===== config.mk =====
export PLATFORM = sky130hd
export DESIGN_NAME = pmc_top
export DESIGN_NICKNAME = d
export VERILOG_FILES = /design/src/pmc_pkg.sv /design/src/pmc_sync.sv /design/src/pmc_top.sv
export VERILOG_INCLUDE_DIRS = /design/src
export SDC_FILE = /design/constraint.sdc
export NUM_CORES = 1
export LEC_CHECK = 0
export BUFFER_PORTS_ARGS = -buffer_cell sky130_fd_sc_hd__buf_4
export CORE_UTILIZATION = 30
export DETAILED_ROUTE_END_ITERATION = 6
export GPL_ROUTABILITY_DRIVEN = 0
export PLACE_DENSITY = 0.63
export SYNTH_ARGS = -nofsm -noshare
export SYNTH_HDL_FRONTEND = slang
export SYNTH_SLANG_ARGS = --single-unit
export TNS_END_PERCENT = 5

===== constraint.sdc =====
create_clock -name sys_clk -period 2.9 [get_ports sys_clk]
set_input_delay 0.145 -clock sys_clk [delete_from_list [all_inputs] [get_ports sys_clk]]
set_output_delay 0.145 -clock sys_clk [all_outputs]
set_load 0.1 [all_outputs]

===== src/pmc_defines.svh =====
// Purpose: constants of the power mode controller
// Assumes: 8-bit registers in the low lane of a 32-bit Avalon word
// Notes:   register index times four gives the byte address
`ifndef PMC_DEFINES_SVH
`define PMC_DEFINES_SVH

// ----------------------------------------
// register map
// ----------------------------------------
`define PMC_CTRL_IDX 24'hff_fc60
`define PMC_STAT_IDX 24'hff_fc62
`define PMC_CTRL_RST 8'h00

// ----------------------------------------
// control fields
// ----------------------------------------
`define PMC_B_PSM 0
`define PMC_B_IDLE 1
`define PMC_B_HALT 2
`define PMC_B_WAIT 3
`define PMC_B_DMC 4
`define PMC_B_DHC 5

// ----------------------------------------
// status fields
// ----------------------------------------
`define PMC_B_LOW 0
`define PMC_B_MAIN 1
`define PMC_B_PLL 2

// ----------------------------------------
// mode codes on the mode output
// ----------------------------------------
`define PMC_MODE_ACT 2'h0
`define PMC_MODE_PS 2'h1
`define PMC_MODE_IDLE 2'h2
`define PMC_MODE_HALT 2'h3

`endif


===== src/pmc_pkg.sv =====
// Purpose: types of the power mode controller
// Assumes: nothing
// Notes:   constants live in pmc_defines.svh
package pmc_pkg;
  typedef enum logic [3:0] {
    PMC_ACT = 4'h0,
    PMC_PSAVE = 4'h1,
    PMC_IDLE = 4'h2,
    PMC_HCLK = 4'h3,
    PMC_HPLL = 4'h4,
    PMC_HALT = 4'h5,
    PMC_WOSC = 4'h6,
    PMC_WPLL = 4'h7,
    PMC_EXIT = 4'h8
  } pmc_state_t;
endpackage : pmc_pkg


===== src/pmc_sync.sv =====
// Purpose: three-stage synchroniser with agreement filter
// Assumes: inputs come from other clocks or pins
// Notes:   output moves only when stages two and three agree
module pmc_sync #(
  parameter int W = 5
) (
  input wire logic sys_clk,
  input wire logic sys_rst,
  input wire logic [W-1:0] async_in,
  output logic [W-1:0] sync_out
);
  logic [W-1:0] s1_reg;
  logic [W-1:0] s2_reg;
  logic [W-1:0] s3_reg;
  logic [W-1:0] agree;

  assign agree = ~(s2_reg ^ s3_reg);

  always_ff @(posedge sys_clk) begin
    if (sys_rst) begin
      s1_reg <= '0;
      s2_reg <= '0;
      s3_reg <= '0;
      sync_out <= '0;
    end else begin
      s1_reg <= async_in;
      s2_reg <= s1_reg;
      s3_reg <= s2_reg;
      sync_out <= (s3_reg & agree) | (sync_out & ~agree);
    end
  end
endmodule : pmc_sync


===== src/pmc_top.sv =====
// Purpose: power mode controller with Avalon-MM register slave
// Assumes: cpu_wait and int_ack come from the cpu on sys_clk
// Notes:   oscillator and pll status arrive asynchronously
`include "pmc_defines.svh"
module pmc_top (
  input wire logic sys_clk,
  input wire logic sys_rst,
  input wire logic [25:0] avs_address,
  input wire logic avs_read,
  input wire logic avs_write,
  input wire logic [31:0] avs_writedata,
  input wire logic [3:0] avs_byteenable,
  output logic [31:0] avs_readdata,
  output logic avs_waitrequest,
  input wire logic cpu_wait,
  input wire logic int_ack,
  input wire logic nmi_in,
  input wire logic wake_input_unit_req,
  input wire logic low_osc_ok,
  input wire logic main_osc_ok,
  input wire logic pll_lock,
  input wire logic pll_power_down,
  output logic sys_clk_en,
  output logic slow_clk_sel,
  output logic main_osc_en,
  output logic pll_en,
  output pmc_pkg::pmc_state_t state_out,
  output logic [1:0] power_mode,
  output logic wake_pending
);
  import pmc_pkg::*;

  // ----------------------------------------
  // declarations
  // ----------------------------------------
  pmc_state_t st_reg;
  pmc_state_t st_next;
  logic [4:0] sync_v;
  logic low_ok;
  logic main_ok;
  logic lock_ok;
  logic wake_s;
  logic pll_ok;
  logic [7:0] wd;
  logic wr_ctrl;
  logic wake_hit;
  logic psm_reg;
  logic idle_reg;
  logic halt_reg;
  logic wait_before_lowpower_reg;
  logic dmc_reg;
  logic dhc_reg;
  logic imm_req_reg;
  logic wake_lat_reg;
  logic [7:0] ctrl_rd;
  logic [7:0] stat_rd;

  function automatic logic hit(input logic [25:0] a, input logic [23:0] idx);
    return a[25:2] == idx;
  endfunction : hit

  // ----------------------------------------
  // pin synchronisers
  // ----------------------------------------
  pmc_sync #(
    .W(5)
  ) u_sync (
    .sys_clk(sys_clk),
    .sys_rst(sys_rst),
    .async_in({nmi_in, wake_input_unit_req, pll_lock, main_osc_ok, low_osc_ok}),
    .sync_out(sync_v)
  );

  assign low_ok = sync_v[0];
  assign main_ok = sync_v[1];
  assign lock_ok = sync_v[2];
  assign wake_s = sync_v[3] | sync_v[4];
  // pll qualifies once enabled and locked, or at once while powered down
  assign pll_ok = pll_power_down | (pll_en & lock_ok);

  // ----------------------------------------
  // avalon slave
  // ----------------------------------------
  // fixed answer: waitrequest drops one edge after the request is seen
  assign wd = avs_writedata[7:0];
  assign wr_ctrl = avs_write && !avs_waitrequest && avs_byteenable[0] && hit(avs_address, `PMC_CTRL_IDX);
  assign ctrl_rd = {2'h0, dhc_reg, dmc_reg, wait_before_lowpower_reg, halt_reg, idle_reg, psm_reg};
  // live clock states, upper bits zero
  assign stat_rd = {5'h00, lock_ok | ~pll_en, main_ok, low_ok};

  always_ff @(posedge sys_clk) begin
    if (sys_rst) begin
      avs_waitrequest <= 1'b1;
    end else begin
      avs_waitrequest <= !((avs_read || avs_write) && avs_waitrequest);
    end
  end

  always_ff @(posedge sys_clk) begin
    if (sys_rst) begin
      avs_readdata <= 32'h0000_0000;
    end else if (avs_read && avs_waitrequest) begin
      if (hit(avs_address, `PMC_CTRL_IDX)) begin
        avs_readdata <= {24'h00_0000, ctrl_rd};
      end else if (hit(avs_address, `PMC_STAT_IDX)) begin
        avs_readdata <= {24'h00_0000, stat_rd};
      end else begin
        avs_readdata <= 32'h0000_0000;
      end
    end
  end

  // ----------------------------------------
  // wake-up latch
  // ----------------------------------------
  // held until acknowledge; a new event beats the clear
  always_ff @(posedge sys_clk) begin
    if (sys_rst) begin
      wake_lat_reg <= 1'b0;
    end else if (wake_s) begin
      wake_lat_reg <= 1'b1;
    end else if (int_ack) begin
      wake_lat_reg <= 1'b0;
    end
  end

  // only settled low-power states answer a wake
  assign wake_hit = wake_lat_reg && (st_reg == PMC_PSAVE || st_reg == PMC_IDLE || st_reg == PMC_HALT);

  // ----------------------------------------
  // control bits
  // ----------------------------------------
  always_ff @(posedge sys_clk) begin
    if (sys_rst) begin
      imm_req_reg <= 1'b0;
    end else if (wake_hit || st_reg != PMC_ACT) begin
      imm_req_reg <= 1'b0;
    end else if (imm_req_reg && low_ok) begin
      imm_req_reg <= 1'b0;
    end else if (wr_ctrl) begin
      // request stands until the low oscillator allows it
      imm_req_reg <= wd[`PMC_B_PSM] && !psm_reg && !wait_before_lowpower_reg;
    end
  end

  always_ff @(posedge sys_clk) begin
    if (sys_rst) begin
      psm_reg <= 1'b0;
    end else if (st_reg == PMC_ACT && imm_req_reg && low_ok) begin
      // an immediate request sets it only when power save is reached
      psm_reg <= 1'b1;
    end else if (st_reg == PMC_EXIT && main_ok && pll_ok) begin
      psm_reg <= 1'b0;
    end else if (wake_hit) begin
      psm_reg <= 1'b0;
    end else if (wr_ctrl && st_reg == PMC_ACT) begin
      // armed request reads back at once
      if (wd[`PMC_B_PSM] && wait_before_lowpower_reg) begin
        psm_reg <= 1'b1;
      end else if (!wd[`PMC_B_PSM]) begin
        psm_reg <= 1'b0;
      end
    end
  end

  always_ff @(posedge sys_clk) begin
    if (sys_rst) begin
      idle_reg <= 1'b0;
    end else if (wake_hit) begin
      idle_reg <= 1'b0;
    end else if (wr_ctrl && st_reg == PMC_ACT) begin
      idle_reg <= wd[`PMC_B_IDLE];
    end
  end

  always_ff @(posedge sys_clk) begin
    if (sys_rst) begin
      halt_reg <= 1'b0;
    end else if (st_reg == PMC_WOSC && main_ok) begin
      halt_reg <= 1'b0;
    end else if (wr_ctrl && st_reg == PMC_ACT) begin
      halt_reg <= wd[`PMC_B_HALT];
    end
  end

  always_ff @(posedge sys_clk) begin
    if (sys_rst) begin
      wait_before_lowpower_reg <= 1'b0;
    end else if (wr_ctrl) begin
      wait_before_lowpower_reg <= wd[`PMC_B_WAIT];
    end
  end

  always_ff @(posedge sys_clk) begin
    if (sys_rst) begin
      dmc_reg <= 1'b0;
    end else if (wake_hit) begin
      dmc_reg <= 1'b0;
    end else if (wr_ctrl) begin
      dmc_reg <= wd[`PMC_B_DMC];
    end
  end

  always_ff @(posedge sys_clk) begin
    if (sys_rst) begin
      dhc_reg <= 1'b0;
    end else if (st_reg == PMC_WOSC && main_ok) begin
      // pll disable cleared after oscillator settles
      dhc_reg <= 1'b0;
    end else if (wr_ctrl) begin
      dhc_reg <= wd[`PMC_B_DHC];
    end
  end

  // ----------------------------------------
  // mode sequencer
  // ----------------------------------------
  always_comb begin
    st_next = st_reg;
    unique case (st_reg)
      PMC_ACT: begin
        // no descent without the low oscillator
        if (imm_req_reg && low_ok) begin
          st_next = PMC_PSAVE;
        end else if (cpu_wait && wait_before_lowpower_reg && low_ok) begin
          if (halt_reg) begin
            st_next = PMC_HCLK;
          end else if (idle_reg) begin
            st_next = PMC_IDLE;
          end else if (psm_reg) begin
            st_next = PMC_PSAVE;
          end
        end
      end
      PMC_PSAVE: begin
        if (wake_hit) begin
          st_next = PMC_WOSC;
        end else if (wr_ctrl && !wd[`PMC_B_PSM]) begin
          st_next = PMC_EXIT;
        end
      end
      PMC_IDLE: begin
        if (wake_hit) begin
          st_next = PMC_WOSC;
        end
      end
      PMC_HCLK: st_next = PMC_HPLL;
      PMC_HPLL: st_next = PMC_HALT;
      PMC_HALT: begin
        if (wake_hit) begin
          st_next = PMC_WOSC;
        end
      end
      // oscillator stable, then pll stable, then active
      PMC_WOSC: begin
        if (main_ok) begin
          st_next = PMC_WPLL;
        end
      end
      PMC_WPLL: begin
        if (pll_ok) begin
          st_next = PMC_ACT;
        end
      end
      PMC_EXIT: begin
        // return to active waits for stable clocks
        if (main_ok && pll_ok) begin
          st_next = PMC_ACT;
        end
      end
      default: st_next = PMC_ACT;
    endcase
  end

  always_ff @(posedge sys_clk) begin
    if (sys_rst) begin
      st_reg <= PMC_ACT;
    end else begin
      st_reg <= st_next;
    end
  end

  // ----------------------------------------
  // clock controls
  // ----------------------------------------
  // outputs trail the state by one edge, keeping the halt order intact
  always_ff @(posedge sys_clk) begin
    if (sys_rst) begin
      sys_clk_en <= 1'b1;
      slow_clk_sel <= 1'b0;
      main_osc_en <= 1'b1;
      pll_en <= 1'b0;
      power_mode <= `PMC_MODE_ACT;
      state_out <= PMC_ACT;
      wake_pending <= 1'b0;
    end else begin
      state_out <= st_reg;
      wake_pending <= wake_lat_reg;
      // clocks restored by hardware, execution left to the handler
      sys_clk_en <= !(st_reg inside {PMC_IDLE, PMC_HCLK, PMC_HPLL, PMC_HALT});
      slow_clk_sel <= st_reg inside {PMC_PSAVE, PMC_IDLE, PMC_WOSC, PMC_WPLL};
      // disable bits act only in power save and idle, the pll disable bit also in WOSC
      main_osc_en <= (st_reg inside {PMC_PSAVE, PMC_IDLE}) ? !dmc_reg : (st_reg != PMC_HALT);
      // pll follows disable bit and power-down in power save
      if (pll_power_down) begin
        pll_en <= 1'b0;
      end else if (st_reg inside {PMC_PSAVE, PMC_IDLE, PMC_WOSC}) begin
        pll_en <= !dhc_reg;
      end else begin
        pll_en <= !(st_reg inside {PMC_HPLL, PMC_HALT});
      end
      if (st_reg inside {PMC_HCLK, PMC_HPLL, PMC_HALT}) begin
        power_mode <= `PMC_MODE_HALT;
      end else if (st_reg == PMC_IDLE) begin
        power_mode <= `PMC_MODE_IDLE;
      end else if (st_reg == PMC_ACT) begin
        power_mode <= `PMC_MODE_ACT;
      end else begin
        power_mode <= `PMC_MODE_PS;
      end
    end
  end
endmodule : pmc_top


==> flow_metrics.env, run 1 <==
export IMPL_setup_failing_eps_final=0
export IMPL_post_place_cells=399
export IMPL_yosys_top_cells_area="dfxtp_1 45%, buf_4 8.8%, nor2b_1 6.5%"
export IMPL_vias_per_cell=4.55
export IMPL_synth_seq_cells=50
export IMPL_die_w_um=88.2
export IMPL_floorplan_die_area_um2=7770
export IMPL_post_cts_setup_repair_bufs=0
export IMPL_status="complete, no violations"
export IMPL_hold_crit_endpoint="pll_en$_SDFF_PP0_"
export IMPL_yosysWarningCount=0
export IMPL_cts_sinks=50
export IMPL_holdCritPathClass="in -> reg"
export IMPL_synth_top_area_share_pct=44.9
export IMPL_proportion_of_synthesized_flip_flops_having_asynchronous_set_or_reset_pct=0
export IMPL_yosys_area_top_type="dfxtp_1"
export IMPL_clk_pin_slew_ns=0.09
export IMPL_multiInputGateArea_um2=1060
export IMPL_origin_of_the_worst_min_delay_path="pll_power_down"
export IMPL_fill_cells=785
export IMPL_layout_commonest_cell="buf_4"
export IMPL_tightestPinTransition_ns=0.626
export IMPL_drt_wl_total_um=4800
export IMPL_worst_path_max_fanout=16
export IMPL_num_antenna_cells=0
export IMPL_port_buffers=60
export IMPL_registers_top_by_ff_count="avs_readdata"
export IMPL_layout_common_cells="61 x buf_4, 50 x dfxtp_1, 26 x conb_1, 23 x nor2b_1, 21 x nand2_1"
export IMPL_hold_path_depth=2
export IMPL_synth_cell_types=43
export IMPL_initial_utilization_pct=30.9
export IMPL_rows=31
export IMPL_clkLatencyLatePin_ns=0.30
export IMPL_syn_cell_area_um2=2230
export IMPL_finish_cell_count_without_fillers=406
export IMPL_setup_worst_path_end_class="flip-flop"
export IMPL_share_of_final_layout_standard_cells_stronger_than_drive_strength_1_pct=24.8
export IMPL_seqCellArea_um2=1000
export IMPL_clock_tree_htree_level_count=2
export IMPL_antenna_left=0
export IMPL_fmax_mhz=442
export IMPL_initial_antenna_violation_count=0
export IMPL_max_slew_margin_pct=57.9
export IMPL_top_level_pins=118
export IMPL_detail_route_iter0_violations=114
export IMPL_ys_dominant_reg_cell="dfxtp_1"
export IMPL_worstSetupStartpointType="flip-flop"
export IMPL_irDropWorstVdd_v=0.000198
export IMPL_max_cap_viol=0
export IMPL_first_pass_grt_wire_length_um=7700
export IMPL_clock_path_buffers=2
export IMPL_synth_seq_area_share_pct=44.9
export IMPL_number_of_flip_flops_under_the_largest_register_name=6
export IMPL_synth_edff_count=0
export IMPL_cts_root_buffer_cell="clkbuf_8"
export IMPL_drc=0
export IMPL_floorplan_die_height_um=88.2
export IMPL_vias=1849
export IMPL_wl_per_cell_um=11.8
export IMPL_overflow_left_after_global_routing=0
export IMPL_dpl_hpwl_um=3530
export IMPL_worst_endpoint_arrival_ns=2.47
export IMPL_post_synthesis_to_final_layout_area_growth_pct=23.6
export IMPL_ctsResizeCount=0
export IMPL_tritoncts="built"
export IMPL_finalCriticalPeriod_ns=2.26
export IMPL_required_time_at_the_worst_slack_endpoint_ns=3.11
export IMPL_largest_net_degree_at_the_start_of_global_routing=43
export IMPL_finalMaxSlewViolations=0
export IMPL_syn_area_per_cell_um2=8.91
export IMPL_reg2reg_setup_slack_ns=0.64
export IMPL_hold_violations=0
export IMPL_cts_hold_repair_buffers=0
export IMPL_detail_route_first_pass_iterations=4
export IMPL_grt_pass1_vias=1667
export IMPL_design_core_area_um2=7210
export IMPL_reg2reg_from="st_reg[1]$_SDFFE_PP0P_"
export IMPL_layout_worst_path_cycle_share_pct=78.0
export IMPL_fin_skew_ns=0.00754
export IMPL_reg2reg_to="st_reg[0]$_SDFFE_PP0P_"
export IMPL_worstSetupPathType="reg -> reg"
export IMPL_cts_inserted_buffers=5
export IMPL_unrepaired_setup_endpoints_after_global_routing="no"
export IMPL_reported_leakage_power_nw=1.14
export IMPL_setup_tns_ns=0
export IMPL_netlist_instances=250
export IMPL_worst_hold_slack_ns=0.0157
export IMPL_power_density_cell_area_nw_per_um2=484
export IMPL_worst_reg2reg_path_length_in_cells=5
export IMPL_globalRouteTotalUtil_pct=13.0
export IMPL_nNetsFinal=381
[cell usage after synthesis (2+ instances only)]
master	instances
o21ai_0	11
clkbuf_1	9
a41oi_1	2
nand3_1	7
nor4_4	2
nor2_1	19
a32oi_1	3
or4b_4	2
nor3_1	6
inv_1	6
dfxtp_1	50
mux2i_1	4
a21oi_1	15
a21o_1	2
nand2_1	21
buf_4	26
nor4_1	2
nand4_1	4
a31oi_1	2
a22oi_1	2
or3_1	2
o211ai_1	2
o31ai_1	3
nor2b_1	23
nand2b_1	5
and2_1	3
[through the flow]
step / setup slack, ns / util, % / instance area [µm²] / power [mW]
after floorplan: 0.809 / - / 2320 / 0.931
after global placement: 0.703 / 37.0 / 2670 / 0.960
after detailed placement: 0.674 / 37.0 / 2670 / 0.961
after CTS: 0.670 / 38.2 / 2750 / 1.35
after global routing: 0.420 / 38.2 / 2750 / 1.39
final: 0.638 / 38.2 / 2750 / 1.33
[worst max-delay path by stage]
stage,start,endpoint,slack [ns]
final,st_reg[1]$_SDFFE_PP0P_,st_reg[0]$_SDFFE_PP0P_,0.64
after global routing,st_reg[1]$_SDFFE_PP0P_,st_reg[2]$_SDFFE_PP0P_,0.42
after CTS,st_reg[1]$_SDFFE_PP0P_,st_reg[0]$_SDFFE_PP0P_,0.67
after detailed placement,avs_address[2],imm_req_reg$_SDFFE_PP0N_,0.67
after global placement,avs_address[2],imm_req_reg$_SDFFE_PP0N_,0.70
after floorplan,avs_waitrequest$_SDFF_PP1_,imm_req_reg$_SDFFE_PP0N_,0.81
[power by group]
| group | switching [mW] | internal, mW |
|---|---|---|
| combinational | 0.193 | 0.0502 |
| clock | 0.223 | 0.165 |
| sequential | 0.00545 | 0.696 |
| total | 0.422 | 0.911 |
[worst max-delay path, stage by stage, from the launching register on]
cell     delay [ns]
dfxtp_1        0.49
nor4_1         0.64
nand2_1        0.24
o22ai_1        0.53
nor3_1         0.11
a21o_1         0.17
[layer usage]
| layer | GRT usage, % | part of all wire, % | vias up |
|---|---|---|---|
| met4 | 2.20 | 0.65 | 0 |
| li1 | - | - | 930 |
| met1 | 16.8 | 46 | 856 |
| met5 | 0 | 0 | - |
| met3 | 4.52 | 7.2 | 6 |
| met2 | 21.1 | 46 | 57 |
[logic make-up (layout without fill, tap and decap cells)]
| logic type | after synthesis | count (layout) | share of synthesized area, % |
|---|---|---|---|
| and+or+nand+nor | 101 | 101 | 26.2 |
| AOI/OAI and AO/OA | 50 | 50 | 14.6 |
| DFF | 50 | 50 | 44.9 |
| buffers and inverters | 42 | 74 | 11.5 |
| muxes | 4 | 4 | 1.80 |
| xor gates and xnor gates | 2 | 2 | 0.787 |
| other | 1 | 26 | 0.168 |
[cell type report]
type	instances	area share [%]
flip-flops and latches	50	36.4
well taps	99	4.50
inverters	6	0.818
repair buffers	61	16.6
clock buffers	5	2.50
multi-input cells	183	38.6
clock inverters	2	0.545
Power figures use the tool's default switching activity.
==> run 2, diff against run 1 <==
==> constraint.sdc (replaced) <==
create_clock -name sys_clk -period 2.3 [get_ports sys_clk]
set_input_delay 0.115 -clock sys_clk [delete_from_list [all_inputs] [get_ports sys_clk]]
set_output_delay 0.115 -clock sys_clk [all_outputs]
set_load 0.1 [all_outputs]
==> flow_metrics.env, run 2 (synthesized netlist as in run 1, its figures left out) <==
export IMPL_worstSetupPathType="reg -> reg"
export IMPL_top_level_pins=118
export IMPL_die_w_um=88.2
export IMPL_worst_endpoint_arrival_ns=2.10
export IMPL_rows=31
export IMPL_detail_route_iter0_violations=202
export IMPL_holdCritPathClass="in -> reg"
export IMPL_cts_inserted_buffers=5
export IMPL_power_mw=1.79
export IMPL_clk_pin_slew_ns=0.09
export IMPL_worst_hold_slack_ns=0.0229
export IMPL_drt_wl_total_um=4650
export IMPL_drc=0
export IMPL_irDropWorstVdd_v=0.000255
export IMPL_overflow_left_after_global_routing=0
export IMPL_setup_worst_path_end_class="flip-flop"
export IMPL_power_density_cell_area_nw_per_um2=635
export IMPL_p_clk_share_pct=33.3
export IMPL_cell_internal_pwr_mw=1.26
export IMPL_largest_net_degree_at_the_start_of_global_routing=43
export IMPL_max_slew_margin_pct=63.8
export IMPL_clock_path_buffers=2
export IMPL_port_buffers=60
export IMPL_detail_route_first_pass_iterations=4
export IMPL_initial_antenna_violation_count=0
export IMPL_reported_leakage_power_nw=1.18
export IMPL_p_switching_uw=525
export IMPL_power_share_switching_pct=29.4
export IMPL_finalMaxSlewViolations=0
export IMPL_layout_worst_path_cycle_share_pct=81.9
export IMPL_wl_per_cell_um=11.3
export IMPL_floorplan_die_area_um2=7770
export IMPL_worstSetupStartpointType="flip-flop"
export IMPL_share_of_final_layout_standard_cells_stronger_than_drive_strength_1_pct=25.9
export IMPL_status="complete, no violations"
export IMPL_grt_pass1_vias=1760
export IMPL_finish_cell_count_without_fillers=412
export IMPL_setup_failing_eps_final=0
export IMPL_vias=1865
export IMPL_post_place_cells=403
export IMPL_num_antenna_cells=0
export IMPL_max_cap_viol=0
export IMPL_number_of_flip_flops_under_the_largest_register_name=6
export IMPL_setup_tns_ns=0
export IMPL_p_comb_share_pct=17.2
export IMPL_layout_commonest_cell="buf_4"
export IMPL_first_pass_grt_wire_length_um=7700
export IMPL_unrepaired_setup_endpoints_after_global_routing="no"
export IMPL_worst_path_max_fanout=16
export IMPL_required_time_at_the_worst_slack_endpoint_ns=2.52
export IMPL_fin_skew_ns=0.00430
export IMPL_design_core_area_um2=7210
export IMPL_dpl_hpwl_um=3500
export IMPL_finalCriticalPeriod_ns=1.88
export IMPL_clock_tree_htree_level_count=2
export IMPL_clkLatencyLatePin_ns=0.30
export IMPL_vias_per_cell=4.53
export IMPL_ctsResizeCount=0
export IMPL_nNetsFinal=386
export IMPL_fmax_mhz=531
export IMPL_antenna_left=0
export IMPL_cts_sinks=50
export IMPL_globalRouteTotalUtil_pct=12.7
export IMPL_layout_common_cells="65 x buf_4, 50 x dfxtp_1, 26 x conb_1, 23 x nor2b_1, 21 x nand2_1"
export IMPL_floorplan_die_height_um=88.2
export IMPL_tritoncts="built"
export IMPL_cts_root_buffer_cell="clkbuf_8"
export IMPL_hold_violations=0
export IMPL_tightestPinTransition_ns=0.542
export IMPL_post_synthesis_to_final_layout_area_growth_pct=26.5
export IMPL_power_share_sequential_pct=49.5
export IMPL_registers_top_by_ff_count="avs_readdata"
export IMPL_initial_utilization_pct=30.9
[run 2: cell types whose count changed in the layout (fill, tap and decap cells not counted)]
cell	delta
dlygate4sd3_1	+1
bufinv_16	+1
clkinvlp_4	-2
buf_4	+4
clkinv_2	+2
[run 2: final timing paths]
kind | start | slack (ns) | cells past startpoint | end
max | st_reg[1]$_SDFFE_PP0P_ | 0.42 | 5 | st_reg[1]$_SDFFE_PP0P_
min | low_osc_ok | 0.02 | 2 | u_sync.s1_reg[0]$_SDFF_PP0_
max reg2reg | st_reg[1]$_SDFFE_PP0P_ | 0.42 | 5 | st_reg[1]$_SDFFE_PP0P_
min reg2reg | u_sync.s1_reg[0]$_SDFF_PP0_ | 0.44 | 1 | u_sync.s2_reg[0]$_SDFF_PP0_
[run 2: power by group through the flow]
stage / clock [mW] / sequential [mW] / combinational (mW)
floorplan: 0 / 0.920 / 0.254
global placement: 0 / 0.905 / 0.305
detailed placement: 0 / 0.905 / 0.306
CTS: 0.617 / 0.885 / 0.308
global route: 0.653 / 0.887 / 0.322
finish: 0.596 / 0.885 / 0.307
[run 2: repair_timing]
| action | 4_1_cts | 5_1_grt |
|---|---|---|
| hold endpoints to repair | 1 | 0 |
| hold buffers | 1 | 0 |
| setup buffers | 0 | 0 |
[run 2: layout make-up]
| type | instances | area, µm² |
|---|---|---|
| fill | 773 | 4400 |
| multi-input combinational | 183 | 1060 |
| sequential | 50 | 1000 |
| timing repair buffer | 66 | 498 |
| tap | 99 | 124 |
| clock buffer | 5 | 68.8 |
| clock inverter | 3 | 40.0 |
| inverter | 6 | 22.5 |
[run 2: worst max-delay path: stages, from the launching register on]
cell and delay (ns):
dfxtp_1 0.67, nand2b_1 0.23, or3_1 0.38, a21oi_1 0.31
o21ai_0 0.15, o31ai_1 0.07
[run 2: metrics by stage]
step	cell area, µm²	setup WS [ns]	util [%]
after global placement	2700	0.199	37.4
after floorplan	2320	0.209	-
final	2820	0.416	39.1
after detailed placement	2700	0.165	37.4
after global routing	2820	0.244	39.1
after CTS	2820	0.458	39.1
[run 2: layer usage]
layer  vias up  part of all wire, %  GRT usage [%]  wire length, µm
met5         -                    0              0                0
met4         0                 0.84           3.67               39
met3         8                  5.9           3.39              276
met2        61                   47           20.9             2170
met1       850                   47           16.2             2160
li1        946                    -              -                -
